$ cat config.mk
export PLATFORM = sky130hd
export DESIGN_NAME = pdd_decoder
export DESIGN_NICKNAME = d
export VERILOG_FILES = /design/src/design/pdd_pkg.sv /design/src/design/pdd_decoder.sv
export SDC_FILE = /design/constraint.sdc
export NUM_CORES = 1
export LEC_CHECK = 0
export ABC_AREA = 1
export BUFFER_PORTS_ARGS = -buffer_cell sky130_fd_sc_hd__buf_2
export CORE_AREA = 2 2 105 107
export CTS_CLUSTER_SIZE = 8
export DETAILED_ROUTE_END_ITERATION = 7
export DIE_AREA = 0 0 107 109
export PLACE_DENSITY = 0.79
export SYNTH_ARGS = -nofsm -noshare
export SYNTH_HDL_FRONTEND = slang
export SYNTH_SLANG_ARGS = --single-unit
$ cat constraint.sdc
create_clock -name pclk -period 3.3 [get_ports pclk]
set_input_delay 0.66 -clock pclk [delete_from_list [all_inputs] [get_ports pclk]]
set_output_delay 0.66 -clock pclk [all_outputs]
set_load 0.02 [all_outputs]
$ cat src/design/pdd_pkg.sv
// Operation
// - Data space is 64K words; addresses inside on-chip RAM go to that RAM.
// - Data addresses outside on-chip RAM become external accesses.
// - Program fetches hit mapped on-chip cells in bounds, otherwise go external.
// - Extended program space is 128 pages of 64K words, 8192K words total.
// - External program address is 23 bits, upper bits from the page select.
// - Page select sits at data address 001Eh and clears to 0 on reset.
// - 16K-word on-chip ROM appears only in program space, never data space.
// - Mode pin low at reset starts execution at FF80h in on-chip ROM.
// - ROM holds tables, bootloader and vector table at their fixed ranges.
// - Dual-access RAM is eight 8K blocks, two accesses per cycle each.
// - Dual-access blocks at data 0080h-7FFFh also appear in program space when overlay set.
// - Dual-access blocks at program 18000h-1FFFFh appear in data space when data-ROM map set.
// - Data-space dual-access blocks decode as consecutive 8K ranges, block four at 8000h.
// - Single-access RAM decodes at 28000h-2FFFFh and 38000h-3FFFFh as eight 8K blocks.
// - With protection set, externally originating instructions cannot reach on-chip memory.
// - With protection set, host writes are free, host reads only 4000h-5FFFh.
// - On a trap or interrupt the program counter loads the vector address.
// - Each vector location spans four words.
// - Vectors sit at the start of the 128-word page named by the vector pointer.
// - Reset sets the vector pointer to all ones, so reset fetches from FF80h.
// - Vector pointer is bits 15 to 7 of the mode register, reset all ones.
// - With overlay on, data page zero 0h-7Fh stays out of program space.
// - ROM-enable mode bit takes the pin level at reset; 0 enables the ROM.
package pdd_pkg;
	// Register indices; byte address is four times the index
	localparam logic [5:0]  IDX_MODE        = 6'h1d;
	localparam logic [5:0]  IDX_PAGE        = 6'h1e;
	localparam logic [5:0]  IDX_CONFIG      = 6'h21;
	localparam logic [5:0]  IDX_STATUS      = 6'h22;
	localparam logic [15:0] DADDR_MODE      = 16'h001d;
	localparam logic [15:0] DADDR_PAGE      = 16'h001e;
	// Mode register fields
	localparam int          MODE_VPTR_LSB   = 7;
	localparam int          MODE_ROMEN_BIT  = 6;
	localparam int          MODE_OVERLAY_ENABLE_BIT   = 5;
	localparam int          MODE_DATA_ROM_MAP_ENABLE_BIT   = 3;
	localparam logic [8:0]  VPTR_RESET      = 9'h1ff;
	localparam logic [6:0]  PAGE_RESET      = 7'h00;
	localparam int          CFG_PROTECT_BIT = 0;
	// Address map
	localparam logic [15:0] MMR_END         = 16'h007f;
	localparam logic [15:0] DUAL_ACCESS_RAM_LO_BASE   = 16'h0080;
	localparam logic [15:0] DUAL_ACCESS_RAM_LO_END    = 16'h7fff;
	localparam logic [15:0] ROM_BASE        = 16'hc000;
	localparam logic [15:0] HOST_RD_LO      = 16'h4000;
	localparam logic [15:0] HOST_RD_HI      = 16'h5fff;
	localparam logic [15:0] RESET_VECTOR    = 16'hff80;
	localparam logic [6:0]  PAGE_DUAL_ACCESS_RAM_HI   = 7'h01;
	localparam logic [6:0]  PAGE_SINGLE_ACCESS_RAM_A    = 7'h02;
	localparam logic [6:0]  PAGE_SINGLE_ACCESS_RAM_B    = 7'h03;
	localparam int          PAGE_W          = 7;
	localparam int          XADDR_W         = 23;
	localparam logic [1:0]  STRAP_SYNC_CNT  = 2'd2;

	typedef enum logic [2:0] {
		PDD_RGN_EXT   = 3'd0,
		PDD_RGN_ROM   = 3'd1,
		PDD_RGN_DUAL_ACCESS_RAM = 3'd2,
		PDD_RGN_SINGLE_ACCESS_RAM = 3'd3,
		PDD_RGN_MMR   = 3'd4
	} pdd_region_t;

	typedef enum logic [1:0] {
		PDD_BOOT_SYNC = 2'b00,
		PDD_BOOT_LOAD = 2'b01,
		PDD_BOOT_RUN  = 2'b11
	} pdd_boot_t;

	typedef struct packed {
		logic        valid;
		logic        ext_origin;
		logic [15:0] addr;
	} pdd_preq_t;

	typedef struct packed {
		logic                 valid;
		pdd_region_t          region;
		logic [2:0]           block;
		logic [XADDR_W-1:0]   xaddr;
		logic                 denied;
	} pdd_pres_t;

	typedef struct packed {
		logic        valid;
		logic        write;
		logic        ext_origin;
		logic        host;
		logic [15:0] addr;
		logic [15:0] wdata;
	} pdd_dreq_t;

	typedef struct packed {
		logic        valid;
		pdd_region_t region;
		logic [2:0]  block;
		logic [15:0] addr;
		logic        denied;
		logic [15:0] mmr_rdata;
	} pdd_dres_t;
endpackage

$ cat src/design/pdd_decoder.sv
`timescale 1ns/1ps
module pdd_decoder
	import pdd_pkg::*;
(
	input  wire logic        pclk,
	input  wire logic        presetn,
	input  wire logic        psel,
	input  wire logic        penable,
	input  wire logic        pwrite,
	input  wire logic [7:0]  paddr,
	input  wire logic [31:0] pwdata,
	output logic      [31:0] prdata,
	output logic             pready,
	output logic             pslverr,
	input  wire logic        rom_enable_mode_pin,
	input  wire pdd_preq_t   prog_req,
	output pdd_pres_t        prog_res,
	input  wire pdd_dreq_t   data_req,
	output pdd_dres_t        data_res,
	input  wire logic        vec_req,
	input  wire logic [4:0]  vec_num,
	output logic             pc_load,
	output logic      [15:0] pc_value
);
	logic [PAGE_W-1:0] page_r;
	logic [8:0]        vptr_r;
	logic              romen_r;
	logic              overlay_enable_r;
	logic              data_rom_map_enable_r;
	logic              protect_r;
	logic              pin_s1_r;
	logic              pin_s2_r;
	logic [1:0]        strap_cnt_r;
	pdd_boot_t         boot_r;
	pdd_boot_t         boot_nxt;
	logic [31:0]       prdata_r;
	logic              pready_r;
	logic              pslverr_r;
	pdd_pres_t         pres_r;
	pdd_dres_t         dres_r;
	logic              pc_load_r;
	logic [15:0]       pc_value_r;

	function automatic logic in_range(input logic [15:0] a, input logic [15:0] lo, input logic [15:0] hi);
		in_range = (a >= lo) && (a <= hi);
	endfunction

	function automatic logic [15:0] mode_word(input logic [8:0] vp, input logic re, input logic ov,
	                                          input logic dr);
		mode_word = 16'h0000;
		mode_word[15:MODE_VPTR_LSB] = vp;
		mode_word[MODE_ROMEN_BIT] = re;
		mode_word[MODE_OVERLAY_ENABLE_BIT] = ov;
		mode_word[MODE_DATA_ROM_MAP_ENABLE_BIT] = dr;
	endfunction

	// APB access decode; one wait state so read data comes from a flop
	wire         apb_access  = psel && penable;
	wire         apb_done    = apb_access && pready_r;
	wire [5:0]   apb_idx     = paddr[7:2];
	wire         apb_aligned = (paddr[1:0] == 2'b00);
	wire         hit_mode    = apb_aligned && (apb_idx == IDX_MODE);
	wire         hit_page    = apb_aligned && (apb_idx == IDX_PAGE);
	wire         hit_cfg     = apb_aligned && (apb_idx == IDX_CONFIG);
	wire         hit_stat    = apb_aligned && (apb_idx == IDX_STATUS);
	wire         apb_mapped  = hit_mode || hit_page || hit_cfg || hit_stat;
	wire         apb_wr      = apb_done && pwrite;
	wire [15:0]  mode_val    = mode_word(vptr_r, romen_r, overlay_enable_r, data_rom_map_enable_r);
	wire [15:0]  page_val    = {9'h000, page_r};
	wire [15:0]  cfg_val     = {15'h0000, protect_r};
	wire [15:0]  stat_val    = {11'h000, boot_r, pres_r.denied, dres_r.denied, romen_r};
	wire [15:0]  apb_rd_val  = hit_mode ? mode_val :
	                           hit_page ? page_val :
	                           hit_cfg  ? cfg_val  :
	                           hit_stat ? stat_val : 16'h0000;

	// Program-space decode over the 23-bit extended address
	wire [15:0]  pa          = prog_req.addr;
	wire         p_rom       = !romen_r && (page_r == PAGE_RESET) && (pa >= ROM_BASE);
	wire         p_ovl       = overlay_enable_r && (page_r == PAGE_RESET)
	                           && in_range(pa, DUAL_ACCESS_RAM_LO_BASE, DUAL_ACCESS_RAM_LO_END);
	wire         p_dhi       = (page_r == PAGE_DUAL_ACCESS_RAM_HI) && pa[15];
	wire         p_sar       = ((page_r == PAGE_SINGLE_ACCESS_RAM_A) || (page_r == PAGE_SINGLE_ACCESS_RAM_B)) && pa[15];
	wire         p_onchip    = p_rom || p_ovl || p_dhi || p_sar;
	wire [2:0]   p_block     = p_sar ? {page_r[0], pa[14:13]} :
	                           p_dhi ? {1'b1, pa[14:13]} :
	                           p_ovl ? {1'b0, pa[14:13]} : 3'd0;
	pdd_region_t p_region;
	assign p_region = p_rom ? PDD_RGN_ROM :
	                  p_sar ? PDD_RGN_SINGLE_ACCESS_RAM :
	                  (p_ovl || p_dhi) ? PDD_RGN_DUAL_ACCESS_RAM : PDD_RGN_EXT;
	wire         p_denied    = protect_r && prog_req.ext_origin && p_onchip;

	// Data-space decode; ROM never appears here
	wire [15:0]  da          = data_req.addr;
	wire         d_mmr       = (da <= MMR_END);
	wire         d_dlo       = in_range(da, DUAL_ACCESS_RAM_LO_BASE, DUAL_ACCESS_RAM_LO_END);
	wire         d_dhi       = data_rom_map_enable_r && da[15];
	wire         d_onchip    = d_mmr || d_dlo || d_dhi;
	pdd_region_t d_region;
	assign d_region = d_mmr ? PDD_RGN_MMR :
	                  (d_dlo || d_dhi) ? PDD_RGN_DUAL_ACCESS_RAM : PDD_RGN_EXT;
	// Each 8K dual-access block answers two accesses per cycle; block index is all it needs
	wire [2:0]   d_block     = da[15:13];
	wire         d_host_rd   = data_req.host && !data_req.write;
	wire         d_host_bad  = protect_r && d_host_rd && !in_range(da, HOST_RD_LO, HOST_RD_HI);
	wire         d_core_bad  = protect_r && !data_req.host && data_req.ext_origin && d_onchip;
	wire         d_denied    = d_host_bad || d_core_bad;
	wire         d_wr_ok     = data_req.valid && data_req.write && !d_denied;
	wire         d_wr_page   = d_wr_ok && (da == DADDR_PAGE);
	wire         d_wr_mode   = d_wr_ok && (da == DADDR_MODE);
	wire [15:0]  d_mmr_val   = (da == DADDR_PAGE) ? page_val :
	                           (da == DADDR_MODE) ? mode_val : 16'h0000;

	// Vector fetch address: 128-word page from the pointer, four words per vector
	wire [15:0]  vec_addr    = {vptr_r, vec_num, 2'b00};

	// Strap capture: the pin level is only used once it has crossed two flops
	wire         strap_ready = (strap_cnt_r == STRAP_SYNC_CNT);
	always_comb begin
		boot_nxt = boot_r;
		unique case (boot_r)
			PDD_BOOT_SYNC: begin
				if (strap_ready) begin
					boot_nxt = PDD_BOOT_LOAD;
				end
			end
			PDD_BOOT_LOAD: begin
				boot_nxt = PDD_BOOT_RUN;
			end
			PDD_BOOT_RUN: begin
				boot_nxt = PDD_BOOT_RUN;
			end
			default: begin
				boot_nxt = PDD_BOOT_SYNC;
			end
		endcase
	end

	always_ff @(posedge pclk or negedge presetn) begin
		if (!presetn) begin
			pin_s1_r    <= 1'b0;
			pin_s2_r    <= 1'b0;
			strap_cnt_r <= 2'd0;
			boot_r      <= PDD_BOOT_SYNC;
		end else begin
			pin_s1_r <= rom_enable_mode_pin;
			pin_s2_r <= pin_s1_r;
			if (!strap_ready) begin
				strap_cnt_r <= strap_cnt_r + 2'd1;
			end
			boot_r <= boot_nxt;
		end
	end

	// Mode register; APB write wins over a core write to the same cycle
	always_ff @(posedge pclk or negedge presetn) begin
		if (!presetn) begin
			vptr_r  <= VPTR_RESET;
			romen_r <= 1'b0;
			overlay_enable_r  <= 1'b0;
			data_rom_map_enable_r  <= 1'b0;
		end else if (boot_r == PDD_BOOT_SYNC && strap_ready) begin
			romen_r <= pin_s2_r;
		end else if (apb_wr && hit_mode) begin
			vptr_r  <= pwdata[15:MODE_VPTR_LSB];
			romen_r <= pwdata[MODE_ROMEN_BIT];
			overlay_enable_r  <= pwdata[MODE_OVERLAY_ENABLE_BIT];
			data_rom_map_enable_r  <= pwdata[MODE_DATA_ROM_MAP_ENABLE_BIT];
		end else if (d_wr_mode) begin
			vptr_r  <= data_req.wdata[15:MODE_VPTR_LSB];
			romen_r <= data_req.wdata[MODE_ROMEN_BIT];
			overlay_enable_r  <= data_req.wdata[MODE_OVERLAY_ENABLE_BIT];
			data_rom_map_enable_r  <= data_req.wdata[MODE_DATA_ROM_MAP_ENABLE_BIT];
		end
	end

	// Page select and protection option
	always_ff @(posedge pclk or negedge presetn) begin
		if (!presetn) begin
			page_r    <= PAGE_RESET;
			protect_r <= 1'b0;
		end else begin
			if (apb_wr && hit_page) begin
				page_r <= pwdata[PAGE_W-1:0];
			end else if (d_wr_page) begin
				page_r <= data_req.wdata[PAGE_W-1:0];
			end
			if (apb_wr && hit_cfg) begin
				protect_r <= pwdata[CFG_PROTECT_BIT];
			end
		end
	end

	// APB answer: pready rises one cycle into the access phase
	always_ff @(posedge pclk or negedge presetn) begin
		if (!presetn) begin
			pready_r  <= 1'b0;
			pslverr_r <= 1'b0;
			prdata_r  <= 32'h0000_0000;
		end else if (apb_access && !pready_r) begin
			pready_r  <= 1'b1;
			pslverr_r <= !apb_mapped;
			prdata_r  <= (pwrite || !apb_mapped) ? 32'h0000_0000 : {16'h0000, apb_rd_val};
		end else begin
			pready_r  <= 1'b0;
			pslverr_r <= 1'b0;
		end
	end

	// Decode results, one cycle after the request
	always_ff @(posedge pclk or negedge presetn) begin
		if (!presetn) begin
			pres_r <= '0;
			dres_r <= '0;
		end else begin
			pres_r.valid  <= prog_req.valid;
			pres_r.region <= p_region;
			pres_r.block  <= p_block;
			pres_r.xaddr  <= {page_r, pa};
			pres_r.denied <= prog_req.valid && p_denied;
			dres_r.valid  <= data_req.valid;
			dres_r.region <= d_region;
			dres_r.block  <= d_block;
			dres_r.addr   <= da;
			dres_r.denied <= data_req.valid && d_denied;
			dres_r.mmr_rdata <= (data_req.valid && !data_req.write && !d_denied) ? d_mmr_val : 16'h0000;
		end
	end

	// Program counter load: reset vector after strap capture, then trap vectors
	always_ff @(posedge pclk or negedge presetn) begin
		if (!presetn) begin
			pc_load_r  <= 1'b0;
			pc_value_r <= RESET_VECTOR;
		end else if (boot_r == PDD_BOOT_LOAD) begin
			pc_load_r  <= 1'b1;
			pc_value_r <= RESET_VECTOR;
		end else if (boot_r == PDD_BOOT_RUN && vec_req) begin
			pc_load_r  <= 1'b1;
			pc_value_r <= vec_addr;
		end else begin
			pc_load_r  <= 1'b0;
		end
	end

	// ROM contents (tables C000h-D4FFh, boot F800h-FBFFh, FC00h-FEFFh tables, vectors FF80h) sit
	// behind the ROM region select; FF00h-FF7Fh is decoded as ROM but left to factory test.
	assign prdata   = prdata_r;
	assign pready   = pready_r;
	assign pslverr  = pslverr_r;
	assign prog_res = pres_r;
	assign data_res = dres_r;
	assign pc_load  = pc_load_r;
	assign pc_value = pc_value_r;
endmodule

==> out/qor.yml, run 1 <==
drive_gt1_share_pct: 33.46
synth_async_sr_flop_share_pct: 100.0
cts_buffers: 17
fp.dieW_um: 107
tightest_slew_ns: 0.9223
cp.required_ns: 3.75
finalSetupViolCount: 0
grt_pass1_vias: 4329
relSlewSlack_pct: 38.10
swShare_pct: 22.18
rr_startpoint: "boot_r[1]"
globalplace.congestion: 0.8474
startpoint_type: "flop"
drt_iter0_markers: 318
routed-via-count: 4510
overflow: 0
crit_chain: "nand3_1, o21ai_1, o21ai_0, nand2_1"
io_buffers: 191
yosys_warnings: 0
pre_cts_ws_ns: 0.8904
cp.arrival_ns: 2.47
cts_tree: "done"
netlist_area_um2: 5218
track_usage_pct: 23.93
area_growth_pct: 30.74
max_freq_mhz: 495.4
cts_buffer_depth: 2
p_per_area_nw_per_um2: 552.9
finalCritPeriodShare_pct: 61.17
p_int_w: 0.002935
postCtsSetupBuffers: 0
grt_pass1_wl_mm: 21.02
synth_cells: 575
rsz0062_at_grt: "false"
endpoint_kind: "flop"
grt_max_degree: 71
drc: 0
dr.pass1.iters: 5
setup_tns_ns: 0
timing.rr.end: "pc_value[15]"
synth_seq_cells: 125
skew_ns: 0.01172
wl_per_cell_um: 14.67
status: "completed"
dp_hpwl_mm: 9.825
finalCriticalPeriod_ns: 2.019
die_h_um: 109
htree_num_levels: 4
via_per_inst: 4.881
crit_path_max_incr_delay_ns: 0.70
core_um2: 10600
synth_edf_count: 0
num-fill-cells: 865
yosysSeqAreaShare_pct: 60.38
ctsResizeCount: 0
hp-class: "primary input to async pin"
final_area_um2: 6822
hold_buffers: 0
reg2reg_depth: 4
seq_power_share_pct: 41.9
start_util_pct: 49.21
fin_nets: 877
worst_slack_ns: 1.281
ys_types: 34
switchingPower_w: 0.0008367
fp-row-count: 38
ir_worst_vdd_v: 0.0002405
syn_avg_cell_area_um2: 9.074
drtAntennaViolNets: 0
cts.clk_slew.worst_paths_ns: 0.06
die-area_um2: 11660
power.share.clock_pct: 51.1
pin_count: 228
clock_sinks: 125
place_area_um2: 6196
pwr-share-comb_pct: 7.0
ys.flop_type: "dfrtp_1"
max_cap_violations: 0
routed_wl_mm: 13.56
critical_path.max_fanout: 15
cts_root_buf: "clkbuf_8"
clk_latency_ns: 0.51
hold_viol_final: 0
crit_slowest_cell: "o21ai_1"
worstSetupPathType: "flop to flop"
power.leakage_nw: 3.869
antenna_found_initial: 2
drv_slew: 0
r2r_setup_slack_ns: 1.28
[flip-flops by register name, summed over array words and instances, names as in the netlist]
register and count:
overlay_enable_r 1, pready 1, data_res 36, pin_s1_r 1
prdata 16, pslverr 1, strap_cnt_r 2, pc_load 1
vptr_r 9, pin_s2_r 1, data_rom_map_enable_r 1, prog_res 30
protect_r 1, pc_value 14, page_r 7, boot_r 2
romen_r 1
[cells in the final DEF, fill, tap and decap left out, types with 2 or more instances in the layout]
cell type,count
a21oi_1,3
buf_2,190
buf_4,3
bufinv_16,4
clkbuf_16,16
clkbuf_8,4
clkinv_2,5
clkinvlp_4,2
conb_1,20
dfrtp_1,107
dfstp_2,18
inv_1,53
inv_2,2
nand2_1,176
nand2_2,2
nand3_1,67
nand3_2,2
nand4_1,4
nor2_1,46
nor2_2,3
nor2_4,3
nor3_1,8
o21ai_0,23
o21ai_1,3
o22ai_1,5
[final cells by class]
class	count	area (um2)	area share, %
antenna	1	2.502	0.03668
timing repair buffer	194	993.5	14.56
tap	140	175.2	2.568
multi-input combinational	374	1655	24.27
inverter	58	221.5	3.247
sequential	125	3151	46.18
clock buffer	21	459.2	6.731
clock inverter	11	163.9	2.403
[cell usage after synthesis, types with 4 or more instances]
cell / n / share of area, %
nand2_1: 176 / 13
nand4_1: 4 / 0.48
inv_1: 53 / 3.8
nor2_1: 46 / 3.3
nand3_1: 67 / 6.4
buf_2: 5 / 0.48
dfstp_2: 18 / 9.1
dfrtp_1: 107 / 51
o21ai_0: 24 / 2.3
o22ai_1: 5 / 0.60
nor3_1: 8 / 0.77
buf_4: 25 / 3.6
clkbuf_1: 4 / 0.29
[cells by family (layout without fill, tap and decap cells)]
logic type	Yosys count	after routing	share of synthesized area [%]
simple gates	316	316	26.16
flops	125	125	60.38
buf+inv	95	284	9.256
compound gates	36	36	3.717
fa+ha+maj	1	1	0.2398
other cells	1	21	0.07187
xor+xnor	1	1	0.1679
[power groups by stage]
stage | Sequential [W] | Combinational (W) | Clock [W]
floorplan | 0.00165 | 0.000101 | 0
global placement | 0.00161 | 0.000255 | 0
detailed placement | 0.00161 | 0.000261 | 0
CTS | 0.00158 | 0.000264 | 0.00195
global route | 0.00158 | 0.000289 | 0.00202
finish | 0.00158 | 0.000262 | 0.00193
[layer usage]
layer	vias up	global-route usage, %	share of wire [%]
li1	2156	-	-
met1	2125	29.27	41
met2	198	40.72	50
met3	29	6.276	7.1
met4	2	9.555	2.1
met5	-	0	0.096
[critical path, delay by kind of cell (launching register included)]
kind | cells | cell delay, ns
flip-flops | 1 | 0.43
AO/OA/AOI/OAI | 2 | 0.94
AND/OR/NAND/NOR | 2 | 0.58
[through the flow]
stage | util, % | total power, W | std cells | hold WS [ns]
2_1_floorplan | - | 0.001748 | 594 | 0.3312
3_3_place_gp | 58.44 | 0.001860 | 891 | 0.3344
3_5_place_dp | 58.44 | 0.001869 | 891 | 0.3378
4_1_cts | 64.31 | 0.003795 | 923 | 0.1968
5_1_grt | 64.34 | 0.003891 | 924 | 0.2154
6_report | 64.34 | 0.003771 | 924 | 0.1969
[worst max-delay path by stage]
stage | slack, ns | from | cells past startpoint | to
3_3_place_gp | 0.92 | data_req[29] | 9 | data_rom_map_enable_r
4_1_cts | 1.22 | boot_r[1] | 4 | pc_value[10]
2_1_floorplan | 1.64 | data_req[29] | 9 | overlay_enable_r
3_5_place_dp | 0.89 | data_req[29] | 9 | overlay_enable_r
5_1_grt | 1.09 | boot_r[1] | 4 | pc_value[15]
6_report | 1.28 | boot_r[1] | 4 | pc_value[15]
Note: power is estimated with default switching activity, not from simulation.
==> run 2: changes to the inputs <==
==> config.mk (replaced) <==
export PLATFORM = sky130hd
export DESIGN_NAME = pdd_decoder
export DESIGN_NICKNAME = d
export VERILOG_FILES = /design/src/design/pdd_pkg.sv /design/src/design/pdd_decoder.sv
export SDC_FILE = /design/constraint.sdc
export NUM_CORES = 1
export LEC_CHECK = 0
export ABC_AREA = 0
export BUFFER_PORTS_ARGS = -buffer_cell sky130_fd_sc_hd__buf_2
export CORE_AREA = 2 2 112 114
export CTS_CLUSTER_SIZE = 8
export DETAILED_ROUTE_END_ITERATION = 7
export DIE_AREA = 0 0 114 116
export PLACE_DENSITY = 0.72
export SYNTH_ARGS = -nofsm -noshare
export SYNTH_HDL_FRONTEND = slang
export SYNTH_SLANG_ARGS = --single-unit
==> constraint.sdc (replaced) <==
create_clock -name pclk -period 1.78 [get_ports pclk]
set_input_delay 0.356 -clock pclk [delete_from_list [all_inputs] [get_ports pclk]]
set_output_delay 0.356 -clock pclk [all_outputs]
set_load 0.02 [all_outputs]
==> run 2 against run 1 <==
Compared with the run above: worst hold slack got worse by 0.16 ns; die area is 13% higher; sequential power rose by 88%; final cell count shrank 8.4%; non-clock buffer count is 57 higher; clock-buffer cell count decreased by 3; total power is 91% higher.
==> out/qor.yml, run 2 <==
status: "completed"
max_cap_violations: 0  # unchanged
grt_pass1_vias: 4480  # +3.5%
drv_slew: 0  # unchanged
wl_per_cell_um: 16.69  # +14%
num-fill-cells: 988  # +14%
htree_num_levels: 4  # unchanged
layout_common_cells: "buf_2 (188), dfrtp_1 (107), buf_4 (57)"
r2r_setup_slack_ns: 0.09  # -1.19 ns
hold_path_depth: 1
grt_max_degree: 68  # -4.2%
synth_async_sr_flop_share_pct: 100.0  # unchanged
antenna_found_initial: 2  # unchanged
skew_ns: 0.005367  # -0.006352 ns
cp.arrival_ns: 2.10  # -0.37 ns
drtAntennaViolNets: 0  # unchanged
fp-row-count: 40  # +5.3%
startpoint_type: "primary input"
netlist_area_um2: 5102  # -2.2%
fin_nets: 792  # -9.7%
hold_viol_final: 0  # unchanged
pin_count: 228  # unchanged
yosys-top-cells-area: "dfrtp_1 (52%), dfstp_2 (9.3%), a22o_1 (4.1%), buf_4 (3.4%), and2_1 (2.7%)"
power.leakage_nw: 3.727  # -3.7%
ir_worst_vdd_v: 0.0006082  # +150%
cp.required_ns: 2.11  # -1.64 ns
synth_edf_count: 0  # unchanged
fp.dieW_um: 114  # +6.5%
overflow: 0  # unchanged
cts.clk_slew.worst_paths_ns: 0.06  # about the same
ys_types: 54  # +59%
syn_avg_cell_area_um2: 11.60  # +28%
routed-via-count: 4494  # -0.35%
cts_buffers: 17  # unchanged
ys.flop_type: "dfrtp_1"
via_per_inst: 5.312  # +8.8%
clock_sinks: 125  # unchanged
yosys_warnings: 0  # unchanged
p_total_w: 0.007194  # +91%
cts_tree: "done"
die-area_um2: 13220  # +13%
core_um2: 11910  # +12%
drc: 0  # unchanged
tightest_slew_ns: 0.7600  # -0.1623 ns
largest_reg_flops: 36  # unchanged
dr.pass1.iters: 6  # +1
globalplace.congestion: 0.8474  # unchanged
yosysSeqAreaShare_pct: 61.75  # +1.4 points
post-synth-top-area-cell: "dfrtp_1"
place_area_um2: 6543  # +5.6%
p_per_area_nw_per_um2: 989.3  # +79%
synth_seq_cells: 125  # unchanged
drive_gt1_share_pct: 45.99  # +13 points
min_from: "data_req[25]"
grt_pass1_wl_mm: 22.25  # +5.8%
cts_root_buf: "clkbuf_16"
hp-class: "primary input to flop"
timing.rr.end: "romen_r"
finalCriticalPeriod_ns: 1.775
critical_path.max_fanout: 6  # -9
min_to: "data_res[26]"
area_growth_pct: 42.52
final_common_cell: "buf_2"
synth_most_common_cell: "dfrtp_1"
final_area_um2: 7272  # +6.6%
finalSetupViolCount: 0  # unchanged
relSlewSlack_pct: 48.94  # +11 points
dp_hpwl_mm: 10.70  # +8.9%
die_h_um: 116  # +6.4%
final_util_pct: 61.05  # -3.3 points
synth_top_area_share_pct: 52.48  # +1.2 points
routed_wl_mm: 14.12  # +4.1%
reg2reg_depth: 4  # unchanged
endpoint_kind: "flop"
track_usage_pct: 21.88  # -2.0 points
worstSetupPathType: "primary input to flop"
setup_tns_ns: 0  # unchanged
finalCritPeriodShare_pct: 99.73
io_buffers: 191  # unchanged
start_util_pct: 42.84  # -6.4 points
yosys-top-cells-count: "dfrtp_1 (107), nand2_1 (32), a22o_1 (24), inv_1 (24), buf_4 (23)"
clk_latency_ns: 0.41  # -0.10 ns
synth_cells: 440  # -23%
drt_iter0_markers: 348  # +9.4%
worst_slack_ns: 0.004823  # -1.277 ns
rr_startpoint: "data_rom_map_enable_r"
max_freq_mhz: 563.3
cts_buffer_depth: 2  # unchanged
pre_cts_ws_ns: -0.5719  # -1.462 ns
rsz0062_at_grt: "true"
-- run 2: layer usage --
metal	vias to the layer above	track usage (%)	wire length, um	share of wire, %
met5	-	0	16	0.11
met4	2	10.65	400	2.8
met3	33	5.805	979	6.9
met2	211	35.95	7003	50
met1	2185	26.99	5721	41
li1	2063	-	-	-
-- run 2: worst max-delay path, stage by stage --
cell	delay, ns
buf_6	0.09
or4_4	0.56
or4_4	0.51
or3_4	0.38
o211ai_1	0.20
-- run 2: metrics by stage --
stage               std cells  hold WS (ns)
floorplan                 459       0.06041
global placement          812        0.3480
detailed placement        812        0.3378
CTS                       845       0.02539
global route              846       0.02214
finish                    846       0.04006
-- run 2: kinds of logic after synthesis --
group                    after synthesis  synth area share (%)
AND/OR/NAND/NOR                      137                 15.28
flip-flops                           125                 61.75
AO/OA/AOI/OAI                        106                 15.52
buffers and inverters                 68                 6.744
adder cells (fa/ha/maj)                1                0.2452
other                                  1               0.07349
XOR/XNOR                               1                0.1717
multiplexers                           1                0.2207
-- run 2: worst max-delay path by stage --
stage,depth (start not counted),end,startpoint
after detailed placement,6,page_r[3],data_req[30]
after global placement,6,page_r[1],data_req[30]
after floorplan,6,page_r[0],data_req[30]
after CTS,6,page_r[2],data_req[30]
final,5,page_r[0],data_req[30]
after global routing,5,page_r[2],data_req[30]
-- run 2: power by group --
part	total [W]	switching [W]	internal (W)
Combinational	0.000576	0.000354	0.000222
Clock	0.00365	0.00127	0.00238
Sequential	0.00297	0.0000373	0.00293
-- run 2: area by class of cell --
cell class	instances	area (um2)	share of cell area [%]
Timing Repair Buffer	251	1453	19.98
Inverter	24	90.09	1.239
Clock buffer	18	439.2	6.039
Clock inverter	14	191.4	2.632
Antenna cell	1	2.502	0.03441
Sequential cell	125	3151	43.32
Multi-Input combinational cell	266	1762	24.23
Tap cell	147	183.9	2.529
-- run 2: what timing repair did --
action                                  CTS  global route
pin swaps                                 1             4
setup buffers                             0             0
endpoints found under the setup margin    7            20
hold buffers                              1             0
resized for setup                         9            12
hold endpoints to repair                107             0
==> run 3: changes to the inputs <==
==> config.mk (replaced) <==
export PLATFORM = sky130hd
export DESIGN_NAME = pdd_decoder
export DESIGN_NICKNAME = d
export VERILOG_FILES = /design/src/design/pdd_pkg.sv /design/src/design/pdd_decoder.sv
export SDC_FILE = /design/constraint.sdc
export NUM_CORES = 1
export LEC_CHECK = 0
export ABC_AREA = 1
export BUFFER_PORTS_ARGS = -buffer_cell sky130_fd_sc_hd__buf_2
export CORE_AREA = 2 2 114 116
export CTS_CLUSTER_SIZE = 8
export DETAILED_ROUTE_END_ITERATION = 7
export DIE_AREA = 0 0 116 118
export PLACE_DENSITY = 0.71
export SYNTH_ARGS = -nofsm -noshare
export SYNTH_HDL_FRONTEND = slang
export SYNTH_SLANG_ARGS = --single-unit
==> run 3 against run 2 <==
Compared with the run above: critical path depth rose by 1; clock skew grew 0.0025 ns; final cell count up 15%; combinational power decreased by 12%; global-route usage shrank 1.4 points; clock-buffer cell count grew 1; flip-flop and latch count unchanged; via count decreased by 1.8%; die area is 3.5% higher.
==> out/qor.yml, run 3 (same netlist as run 1, synthesis figures left out) <==
wl_per_cell_um: 14.04  # -16%
skew_ns: 0.007916  # +0.002549 ns
finalCritPeriodShare_pct: 90.20  # -9.5 points
fin_nets: 893  # +13%
routed-via-count: 4415  # -1.8%
ir_worst_vdd_v: 0.0006390  # +5.1%
io_buffers: 191  # unchanged
fp-row-count: 41  # +2.5%
routed_wl_mm: 13.64  # -3.4%
dr.pass1.iters: 5  # -1
drc: 0  # unchanged
drt_iter0_markers: 295  # -15%
num-fill-cells: 1140  # +15%
postCtsSetupBuffers: 0  # unchanged
cts_buffer_depth: 2  # unchanged
globalplace.congestion: 0.8359  # -1.4%
dp_hpwl_mm: 10.20  # -4.6%
grt_max_degree: 33  # -51%
holdWs_ns: 0.04494  # +0.004888 ns
core_um2: 12410  # +4.2%
cts_tree: "done"
rsz0062_at_grt: "false"
clock_sinks: 125  # unchanged
area_growth_pct: 33.79
grt_pass1_vias: 4186  # -6.6%
finalCriticalPeriod_ns: 1.606  # -0.1696 ns
drive_gt1_share_pct: 34.84  # -11 points
grt_pass1_wl_mm: 21.22  # -4.6%
fp.dieW_um: 116  # +1.8%
cp.required_ns: 2.13  # +0.02 ns
via_per_inst: 4.547  # -14%
power.leakage_nw: 3.925  # +5.3%
worstSetupPathType: "flop to flop"
final_common_cell: "buf_2"
track_usage_pct: 20.48  # -1.4 points
finalSetupViolCount: 0  # unchanged
drtAntennaViolNets: 0  # unchanged
startpoint_type: "flop"
largest_reg_flops: 36  # unchanged
clk_latency_ns: 0.41  # about the same
drv_slew: 0  # unchanged
setup_tns_ns: 0  # unchanged
cts_buffers: 17  # unchanged
max_freq_mhz: 622.8  # +11%
hold_viol_final: 0  # unchanged
htree_num_levels: 4  # unchanged
cp.arrival_ns: 1.96  # -0.14 ns
max_cap_violations: 0  # unchanged
cts_root_buf: "clkbuf_16"
overflow: 0  # unchanged
die_h_um: 118  # +1.7%
pin_count: 228  # unchanged
p_per_area_nw_per_um2: 957.8  # -3.2%
die-area_um2: 13690  # +3.5%
start_util_pct: 42.03  # -0.81 points
status: "completed"
endpoint_kind: "flop"
critical_path.max_fanout: 14  # +8
layout_common_cells: "buf_2 (190), nand2_1 (175), dfrtp_1 (107)"
hp-class: "primary input to flop"
antenna_found_initial: 1  # -1
cts.clk_slew.worst_paths_ns: 0.06  # about the same
-- run 3: cell type report --
cell class	count	area [um2]	area share (%)
clock inverter	12	113.9	1.631
clock buffer	19	452.9	6.489
tap	172	215.2	3.083
timing repair buffer	210	1166	16.71
sequential	125	3151	45.13
antenna	1	2.502	0.03585
multi-input combinational	374	1658	23.75
inverter	58	221.5	3.173
-- run 3: critical path, cell delays in order, from the launching register on --
cell     delay, ns
dfrtp_1       0.40
nand2_1       0.11
nor2_4        0.25
nand3_2       0.33
o21ai_1       0.28
nand3_1       0.10
nand2_1       0.07
-- run 3: repair_timing --
| item | 4_1_cts | 5_1_grt |
|---|---|---|
| endpoints found under the hold margin | 16 | 0 |
| resized for setup | 0 | 1 |
| setup endpoints to repair | 0 | 11 |
| hold buffers | 1 | 0 |
-- run 3: power by group --
part	switching [W]	internal [W]	leakage (nW)
logic	0.000328	0.000177	2.09
registers	0.0000234	0.00291	1.56
clock network	0.00126	0.00199	0.268
total	0.00161	0.00508	3.93
-- run 3: worst paths after layout --
path | from | endpoint | slack, ns | cells past startpoint
max | pready | data_rom_map_enable_r | 0.17 | 6
min | prog_req[3] | prog_res[4] | 0.04 | 1
max reg2reg | pready | data_rom_map_enable_r | 0.17 | 6
min reg2reg | pin_s1_r | pin_s2_r | 0.35 | 0
max in group asynchronous | presetn | pc_value[11] | 0.75 | 3
min in group asynchronous | presetn | prog_res[13] | 0.46 | 2
-- run 3: layer usage --
layer  vias to the layer above  share of wire, %  track usage [%]  routed length (um)
met3                        26               5.5            4.119                 744
met4                         0               2.6            8.929                 354
met5                         -                 0                0                   0
met1                      2055                44            27.82                6006
met2                       142                48            31.73                6529
li1                       2192                 -                -                   -
-- run 3: metrics by stage --
stage	cell area (um2)	total power [W]	utilization (%)	worst slack (ns)	instances
after CTS	6975	0.006747	56.19	0.1224	970
after global placement	6399	0.003483	51.54	0.05308	938
after detailed placement	6399	0.003489	51.54	0.04397	938
final	6980	0.006686	56.23	0.1744	971
after floorplan	5289	0.003241	-	0.2845	594
after global routing	6980	0.006925	56.23	0.02527	971
